<file path="config.mk">
export PLATFORM = sky130hd
export DESIGN_NAME = ett_timer
export DESIGN_NICKNAME = d
export VERILOG_FILES = /design/src/core/ett_pkg.sv /design/src/core/ett_timer.sv
export SDC_FILE = /design/constraint.sdc
export NUM_CORES = 1
export LEC_CHECK = 0
export ABC_CLOCK_PERIOD_IN_PS = 3000
export BUFFER_PORTS_ARGS = -buffer_cell sky130_fd_sc_hd__buf_2
export CAP_MARGIN = 20
export CORE_MARGIN = 2
export CORE_UTILIZATION = 54
export DETAILED_ROUTE_END_ITERATION = 6
export PLACE_DENSITY_LB_ADDON = 0.1
export SYNTH_ARGS = -nofsm -noshare
export SYNTH_HDL_FRONTEND = slang
export SYNTH_SLANG_ARGS = --single-unit
</file>
<file path="constraint.sdc">
create_clock -name clk_sys_i -period 3 [get_ports clk_sys_i]
set_input_delay 0.15 -clock clk_sys_i [delete_from_list [all_inputs] [get_ports clk_sys_i]]
set_output_delay 0.15 -clock clk_sys_i [all_outputs]
set_load 0.02 [all_outputs]
</file>
<file path="src/core/ett_pkg.sv">
// constants for the eight-bit timer control block
//
// Notes on behaviour
// - counter runs when either enable bit set
// - reload mode reloads initial value at terminal
// - one-shot mode halts at terminal count
// - terminal count sets sticky time-out flag
// - writing one clears flag, zero ignored
// - prescale field divides clock by 1,2,4,8
// - prescale and the two interrupt enables survive stop recovery
// - capture interrupt raised when its enable set and demodulation mode selected
// - time-out interrupt raised when its enable set
// - bit zero routes timer to pin
// - mode bit picks transmit or demodulation
package ett_pkg;

    // ****************************************************************
    // bus geometry
    // ****************************************************************
    localparam int          ADDR_W          = 5;
    localparam int          DATA_W          = 32;
    localparam logic [1:0]  RESP_OKAY       = 2'h0;
    localparam logic [1:0]  RESP_SLVERR     = 2'h2;

    // ****************************************************************
    // register byte offsets
    // ****************************************************************
    localparam logic [ADDR_W-1:0] OFF_CTRL   = 5'h00; // eight_bit_timer_control
    localparam logic [ADDR_W-1:0] OFF_ALT    = 5'h04; // alternate_timer_control
    localparam logic [ADDR_W-1:0] OFF_COMMON = 5'h08; // common_functions_control
    localparam logic [ADDR_W-1:0] OFF_RELOAD = 5'h0c; // initial count value
    localparam logic [ADDR_W-1:0] OFF_COUNT  = 5'h10; // live count, read only
    localparam logic [ADDR_W-1:0] OFF_STATUS = 5'h14; // run state, read only

    // ****************************************************************
    // field positions
    // ****************************************************************
    localparam int          BIT_RUN         = 7;  // timer8_run_enable
    localparam int          BIT_ONE_SHOT    = 6;  // one_shot_or_reload_select
    localparam int          BIT_TIMEOUT     = 5;  // sticky terminal-count flag
    localparam int          BIT_PRE_HI      = 4;  // prescale_select msb
    localparam int          BIT_PRE_LO      = 3;  // prescale_select lsb
    localparam int          BIT_CAP_IE      = 2;  // capture interrupt enable
    localparam int          BIT_TO_IE       = 1;  // time-out interrupt enable
    localparam int          BIT_PIN_SEL     = 0;  // pin34_output_select
    localparam int          BIT_ALT_RUN     = 6;  // duplicate enable in alternate reg
    localparam int          BIT_DEMOD       = 7;  // mode bit in common reg
    localparam logic [7:0]  KEEP_MASK       = 8'h1e; // fields kept through recovery

    // ****************************************************************
    // reset values
    // ****************************************************************
    localparam logic [7:0]  RST_CTRL        = 8'h00;
    localparam logic [7:0]  RST_ALT         = 8'h00;
    localparam logic [7:0]  RST_COMMON      = 8'h00;
    localparam logic [7:0]  RST_RELOAD      = 8'h00;
    localparam logic [2:0]  RST_DIV         = 3'h0;
    localparam logic [7:0]  TERMINAL        = 8'h00;

endpackage

</file>
<file path="src/core/ett_timer.sv">
// eight-bit timer control block with its axi4-lite register slave
`timescale 1ns/1ps
module ett_timer (
    input  wire logic                        clk_sys_i,
    input  wire logic                        rstn_i,
    // axi4-lite slave
    input  wire logic [ett_pkg::ADDR_W-1:0]  s_axi_awaddr_i,
    input  wire logic                        s_axi_awvalid_i,
    output logic                             s_axi_awready_o,
    input  wire logic [ett_pkg::DATA_W-1:0]  s_axi_wdata_i,
    input  wire logic [3:0]                  s_axi_wstrb_i,
    input  wire logic                        s_axi_wvalid_i,
    output logic                             s_axi_wready_o,
    output logic [1:0]                       s_axi_bresp_o,
    output logic                             s_axi_bvalid_o,
    input  wire logic                        s_axi_bready_i,
    input  wire logic [ett_pkg::ADDR_W-1:0]  s_axi_araddr_i,
    input  wire logic                        s_axi_arvalid_i,
    output logic                             s_axi_arready_o,
    output logic [ett_pkg::DATA_W-1:0]       s_axi_rdata_o,
    output logic [1:0]                       s_axi_rresp_o,
    output logic                             s_axi_rvalid_o,
    input  wire logic                        s_axi_rready_i,
    // neighbouring logic on the same clock
    input  wire logic                        capture_event_i,
    input  wire logic                        stop_recovery_i,
    input  wire logic                        port_latch_i,
    output logic                             capture_irq_o,
    output logic                             timeout_irq_o,
    output logic                             timer_out_o,
    output logic                             port3_pin4_o
);
    import ett_pkg::*;

    // ****************************************************************
    // state
    // ****************************************************************
    typedef struct packed {
        logic [7:0]        ctrl;
        logic [7:0]        alt;
        logic [7:0]        common;
        logic [7:0]        reload;
        logic [7:0]        count;
        logic              halted;
        logic              tout_level;
        logic [2:0]        div;
        logic              aw_got;
        logic [ADDR_W-1:0] awaddr;
        logic              w_got;
        logic [DATA_W-1:0] wdata;
        logic [3:0]        wstrb;
        logic              bvalid;
        logic [1:0]        bresp;
        logic              rvalid;
        logic [DATA_W-1:0] rdata;
        logic [1:0]        rresp;
        logic              cap_irq;
        logic              to_irq;
        logic              pin;
    } ett_state_s;

    localparam ett_state_s RST_STATE = '{
        ctrl: RST_CTRL, alt: RST_ALT, common: RST_COMMON, reload: RST_RELOAD,
        count: RST_RELOAD, div: RST_DIV, rresp: RESP_OKAY, bresp: RESP_OKAY,
        default: '0
    };

    ett_state_s        st;
    ett_state_s        next_st;
    logic [1:0]        rst_sync;
    logic              rst_n;

    // ****************************************************************
    // helpers
    // ****************************************************************

    // true when an address names a mapped register
    function automatic logic is_mapped(input logic [ADDR_W-1:0] a);
        is_mapped = (a == OFF_CTRL) || (a == OFF_ALT) || (a == OFF_COMMON) ||
                    (a == OFF_RELOAD) || (a == OFF_COUNT) || (a == OFF_STATUS);
    endfunction

    // one tick every 2**sel cycles of the free divider
    function automatic logic div_tick(input logic [2:0] d, input logic [1:0] sel);
        logic [2:0] mask;
        mask = 3'h0;
        unique case (sel)
            2'h0: mask = 3'h0;
            2'h1: mask = 3'h1;
            2'h2: mask = 3'h3;
            2'h3: mask = 3'h7;
        endcase
        div_tick = ((d & mask) == mask);
    endfunction

    // ****************************************************************
    // reset release
    // ****************************************************************

    // release is synchronised so no flop leaves reset on a split edge
    always_ff @(posedge clk_sys_i or negedge rstn_i) begin
        if (!rstn_i) begin
            rst_sync <= 2'h0;
        end else begin
            rst_sync <= {rst_sync[0], 1'b1};
        end
    end
    assign rst_n = rst_sync[1];

    // ****************************************************************
    // combinational decode
    // ****************************************************************
    logic              run;
    logic              tick;
    logic              tc_event;
    logic              aw_hs;
    logic              w_hs;
    logic              ar_hs;
    logic              wr_en;
    logic [ADDR_W-1:0] wr_addr;
    logic [DATA_W-1:0] wr_data;
    logic              wr_lane0;

    assign run      = st.ctrl[BIT_RUN] | st.alt[BIT_ALT_RUN];
    assign tick     = div_tick(st.div, st.ctrl[BIT_PRE_HI:BIT_PRE_LO]);
    assign tc_event = run && !st.halted && tick && (st.count == TERMINAL);

    // bus handshakes; both write halves wait while a response is pending
    assign s_axi_awready_o = !st.aw_got && !st.bvalid;
    assign s_axi_wready_o  = !st.w_got && !st.bvalid;
    assign s_axi_arready_o = !st.rvalid;
    assign aw_hs           = s_axi_awvalid_i && s_axi_awready_o;
    assign w_hs            = s_axi_wvalid_i && s_axi_wready_o;
    assign ar_hs           = s_axi_arvalid_i && s_axi_arready_o;
    assign wr_en           = (st.aw_got || aw_hs) && (st.w_got || w_hs);
    assign wr_addr         = st.aw_got ? st.awaddr : s_axi_awaddr_i;
    assign wr_data         = st.w_got ? st.wdata : s_axi_wdata_i;
    assign wr_lane0        = st.w_got ? st.wstrb[0] : s_axi_wstrb_i[0];

    // ****************************************************************
    // next state
    // ****************************************************************
    always_comb begin
        next_st         = st;
        next_st.cap_irq = 1'b0;
        next_st.to_irq  = 1'b0;

        // divider never stops, so a prescale change only moves the next tick
        next_st.div = st.div + 3'h1;

        // counter: held at its initial value while stopped
        if (!run) begin
            next_st.count  = st.reload;
            next_st.halted = 1'b0;
        end else if (!st.halted && tick) begin
            if (st.count == TERMINAL) begin
                next_st.tout_level = !st.tout_level;
                if (st.ctrl[BIT_ONE_SHOT]) begin
                    next_st.halted = 1'b1;
                end else begin
                    next_st.count = st.reload;
                end
            end else begin
                next_st.count = st.count - 8'h01;
            end
        end

        // write channel capture
        if (aw_hs) begin
            next_st.aw_got = 1'b1;
            next_st.awaddr = s_axi_awaddr_i;
        end
        if (w_hs) begin
            next_st.w_got = 1'b1;
            next_st.wdata = s_axi_wdata_i;
            next_st.wstrb = s_axi_wstrb_i;
        end

        // register write; only byte lane 0 carries register bits
        if (wr_en) begin
            next_st.aw_got = 1'b0;
            next_st.w_got  = 1'b0;
            next_st.bvalid = 1'b1;
            next_st.bresp  = is_mapped(wr_addr) ? RESP_OKAY : RESP_SLVERR;
            if (wr_lane0) begin
                unique case (wr_addr)
                    OFF_CTRL: begin
                        next_st.ctrl[7:6] = wr_data[7:6];
                        next_st.ctrl[4:0] = wr_data[4:0];
                        if (wr_data[BIT_TIMEOUT]) begin
                            next_st.ctrl[BIT_TIMEOUT] = 1'b0;
                        end
                    end
                    OFF_ALT:    next_st.alt    = wr_data[7:0];
                    OFF_COMMON: next_st.common = wr_data[7:0];
                    OFF_RELOAD: next_st.reload = wr_data[7:0];
                    default:    next_st.bresp  = next_st.bresp;
                endcase
            end
        end
        if (st.bvalid && s_axi_bready_i) begin
            next_st.bvalid = 1'b0;
        end

        // register read
        if (ar_hs) begin
            next_st.rvalid = 1'b1;
            next_st.rresp  = is_mapped(s_axi_araddr_i) ? RESP_OKAY : RESP_SLVERR;
            unique case (s_axi_araddr_i)
                OFF_CTRL:   next_st.rdata = {24'h0, st.ctrl};
                OFF_ALT:    next_st.rdata = {24'h0, st.alt};
                OFF_COMMON: next_st.rdata = {24'h0, st.common};
                OFF_RELOAD: next_st.rdata = {24'h0, st.reload};
                OFF_COUNT:  next_st.rdata = {24'h0, st.count};
                OFF_STATUS: next_st.rdata = {28'h0, st.pin, st.tout_level,
                                             st.halted, run};
                default:    next_st.rdata = 32'h0;
            endcase
        end else if (st.rvalid && s_axi_rready_i) begin
            next_st.rvalid = 1'b0;
        end

        // stop recovery clears control, alternate and common registers except prescale and the two interrupt enables
        if (stop_recovery_i) begin
            next_st.ctrl   = (next_st.ctrl & KEEP_MASK) | (RST_CTRL & ~KEEP_MASK);
            next_st.alt    = RST_ALT;
            next_st.common = RST_COMMON;
        end

        // flag set beats a same-cycle clear so no time-out is lost
        if (tc_event) begin
            next_st.ctrl[BIT_TIMEOUT] = 1'b1;
            next_st.to_irq            = st.ctrl[BIT_TO_IE];
        end

        // capture interrupts only exist in demodulation operation
        next_st.cap_irq = capture_event_i && st.ctrl[BIT_CAP_IE] &&
                          st.common[BIT_DEMOD];

        // pin routing, registered so the pin never glitches
        next_st.pin = st.ctrl[BIT_PIN_SEL] ? st.tout_level : port_latch_i;
    end

    // ****************************************************************
    // state register
    // ****************************************************************
    always_ff @(posedge clk_sys_i or negedge rst_n) begin
        if (!rst_n) begin
            st <= RST_STATE;
        end else begin
            st <= next_st;
        end
    end

    // outputs straight from state
    assign s_axi_bvalid_o = st.bvalid;
    assign s_axi_bresp_o  = st.bresp;
    assign s_axi_rvalid_o = st.rvalid;
    assign s_axi_rdata_o  = st.rdata;
    assign s_axi_rresp_o  = st.rresp;
    assign capture_irq_o  = st.cap_irq;
    assign timeout_irq_o  = st.to_irq;
    assign timer_out_o    = st.tout_level;
    assign port3_pin4_o   = st.pin;
endmodule

</file>
==> metrics.csv <==
metric,value,unit
NumNets Final,473,
overall power of the completed layout,3.67,mW
adder-cell share of the synthesized area,0.00917,
critical path arrival,2.51,ns
mean routed wirelength per cell,16.6,um
critical path data required time,3.22,ns
share of the synthesized area in compound gates (AO/OA/AOI/OAI),0.108,
vias per std cell,5.49,
status,"complete, no violations",
unrepaired setup endpoints after global routing,no,
Synth warnings,0,
pre-CTS worst setup slack,0.692,ns
dominant combinational cell family by area after synthesis,multiplexers,
Post-DRT Antenna Nets,0,
reg-to-reg setup timing slack,0.71,ns
fraction of the mapped netlist area in simple logic gates,0.117,
proportion of synthesized area in mux cells,0.192,
number of search-and-repair iterations in the first detailed-routing pass,4,
H-Tree Level Count,3,
slowest CP cell,sky130_fd_sc_hd__dfrtp_1,
critical hold path startpoint,port_latch_i,
critical-path maximum fanout,14,
DRC violations left,0,
asr flop ratio synth,1.00,
worst-case clock buffer depth,2,
sequential cell area fraction in the yosys report,0.477,
Final Worst Setup Slack,0.713,ns
pin count of the biggest net entering global routing,52,
Port-buffer cells,47,
vias in the first global route,2688,
initial antenna violation count,0,
wire length of the first global-routing pass,14100,um
Final Max Slew Viols,0,
max FFs per register,60,
Post-Synthesis Mean Instance Area,11.1,sq um
period utilisation layout,0.762,
class of the tightest hold or removal check,input pin to flop,
cell-by-cell trace of the critical path,"nor3b_2, o221ai_4, nor3_4, mux2i_1, nor2_1",
insertion delay of the later-clocked pin in the worst-skew pair,0.35,ns
All-Layer GR Usage,0.217,
area grow syn2layout,11.4,%
final standard cell area without fillers,4560,sq um
root cell of the clock tree,sky130_fd_sc_hd__clkbuf_8,
Num CTS Buffers,9,
leakage,2.07,nW
Synth Area in XOR/XNOR,0.00428,
cell accounting for the most synthesized area,sky130_fd_sc_hd__dfrtp_1,
area share of the largest cell type after synthesis,0.477,
CTS Sinks,78,
register name with the most flops,st,
layout cells sized above 1,0.286,
"Remaining Overflow, GRT",0,
count of endpoints failing hold in the final timing report,0,
Crit. End Element,flop,
I/O Pins,101,
number of inserted filler cells in the final layout,632,
startpoint type of the worst setup path,flop,
via count of the routed design,2842,
Die ar.,8300,sq um
height of the die,91.1,um
Die W,91.1,um
fmax,437,MHz
cells taking the most area after synthesis,"sky130_fd_sc_hd__dfrtp_1, sky130_fd_sc_hd__mux2_2, sky130_fd_sc_hd__buf_4, sky130_fd_sc_hd__mux2i_1, sky130_fd_sc_hd__mux4_2",
number of distinct library cells after synthesis,48,
cell area after placement,4310,sq um
P per Cell Area,805,nW/um^2
critical register-to-register path startpoint,st[77],
#FFs+latches synth,78,
largest vdd supply drop,0.000528,V
Final HPWL DP,6170,um
clock slew at the register clock pins of the worst setup and hold paths,0.08,ns
Period minus WS final,2.29,ns
Core ar.,7290,sq um
delay of the slowest critical-path stage,0.61,ns
Final Core Density,0.625,
post-synthesis instance total,368,
TritonCTS clock tree,built,
Syn Std Cell Area,4100,sq um
row count,31,
count of instances resized after the clock tree is built,0,
number of diodes,0,
routed wire length,8610,um
setup violation total in the final timing report,0,
final total negative setup slack,0,ns
Maximum Capacitance Violations,0,
number of violations reported at the end of detailed-routing iteration 0,267,
largest clock skew in the final design,0.00937,ns
weighted congestion reported at the end of routability-driven placement,0.922,
Worst Tran Pin Value,0.813,ns
starting utilization of the core area,0.562,
Main synth FF type,sky130_fd_sc_hd__dfrtp_1,
launch point of the critical path,st[77],
relative slew slack,0.454,
number of flops mapped to enable cells by yosys,0,
path type of the worst setup path,flop to flop,
kinds of logic (layout without fill, tap and decap cells):
| logic type | after synthesis | count (layout) |
|---|---|---|
| AND/OR/NAND/NOR | 90 | 90 |
| flip-flops | 78 | 78 |
| AO/OA/AOI/OAI | 66 | 66 |
| multiplexers | 65 | 65 |
| buffers and inverters | 62 | 88 |
| adder cells (fa/ha/maj) | 3 | 3 |
| other | 2 | 27 |
| XOR/XNOR | 2 | 2 |
cell usage in the layout, fill, tap and decap left out, drive strengths merged, types with 6 or more instances in the layout:
cell type   n
nor3        9
dfrtp      78
a21oi      11
buf        56
mux4        8
o22ai       7
conb       27
inv        13
nand2      18
mux2       30
mux2i      27
nor3b       6
o21ai      19
clkbuf     11
nor2       42
per-layer routing:
layer | global-route usage | wire, um
met1 | 0.318 | 4010
met2 | 0.330 | 4010
met3 | 0.0365 | 445
met4 | 0.0732 | 143
met5 | 0 | 0
report_power, final:
| part | leakage [nW] | switching (mW) | internal (mW) |
|---|---|---|---|
| registers | 1.02 | 0.260 | 1.30 |
| logic | 0.942 | 0.642 | 0.582 |
| clock network | 0.102 | 0.398 | 0.492 |
| total | 2.07 | 1.30 | 2.37 |
critical path, delay by kind of cell, from the launching register on:
family | cells | cell delay, ns
flops | 1 | 0.61
mux | 1 | 0.27
simple gates | 3 | 1.05
compound gates | 1 | 0.23
synthesized netlist by cell type, types with 2 or more instances:
cell and count:
sky130_fd_sc_hd__nor3_4 2, sky130_fd_sc_hd__a211o_1 2, sky130_fd_sc_hd__a21boi_0 2, sky130_fd_sc_hd__a21oi_1 11
sky130_fd_sc_hd__dfrtp_1 78, sky130_fd_sc_hd__nor3b_1 4, sky130_fd_sc_hd__mux2_2 30, sky130_fd_sc_hd__nand3_1 2
sky130_fd_sc_hd__a21o_1 2, sky130_fd_sc_hd__o21a_1 2, sky130_fd_sc_hd__mux4_2 8, sky130_fd_sc_hd__nor3_1 5
sky130_fd_sc_hd__mux2i_1 27, sky130_fd_sc_hd__a31oi_1 5, sky130_fd_sc_hd__a211oi_1 4, sky130_fd_sc_hd__nand2_1 18
sky130_fd_sc_hd__nand4_1 2, sky130_fd_sc_hd__nor2b_1 3, sky130_fd_sc_hd__and3_1 2, sky130_fd_sc_hd__inv_1 13
sky130_fd_sc_hd__buf_2 3, sky130_fd_sc_hd__nor3_2 2, sky130_fd_sc_hd__o22ai_1 7, sky130_fd_sc_hd__nor2_1 42
sky130_fd_sc_hd__clkbuf_1 10, sky130_fd_sc_hd__ha_1 3, sky130_fd_sc_hd__conb_1 2, sky130_fd_sc_hd__a22oi_1 4
sky130_fd_sc_hd__buf_4 36, sky130_fd_sc_hd__o21ai_0 19
worst paths after layout:
path | to | cells past startpoint
max | st[119] | 5
min | port3_pin4_o | 2
min reg2reg | st[101] | 0
max reg2reg | st[119] | 5
max in group asynchronous | st[110] | 1
min in group asynchronous | rst_sync[1] | 2
through the flow:
| stage | instances | hold WS, ns |
|---|---|---|
| floorplan | 393 | -0.146 |
| global placement | 499 | -0.0639 |
| detailed placement | 499 | -0.0626 |
| CTS | 518 | 0.0258 |
| global route | 518 | 0.0333 |
| finish | 518 | 0.0411 |
cell type report:
class	count	area (sq um)	area share
Clock buffer	11	141	0.0310
Sequential cell	78	1950	0.428
Tap cell	99	124	0.0272
Clock inverter	5	82.6	0.0181
Multi-Input combinational cell	253	1870	0.409
Timing Repair Buffer	59	345	0.0757
Inverter	13	48.8	0.0107
what timing repair did:
item,in CTS,in global routing
hold buffers,3,0
endpoints found under the hold margin,4,0
setup buffers,0,0
(Power assumes the default switching activity.)
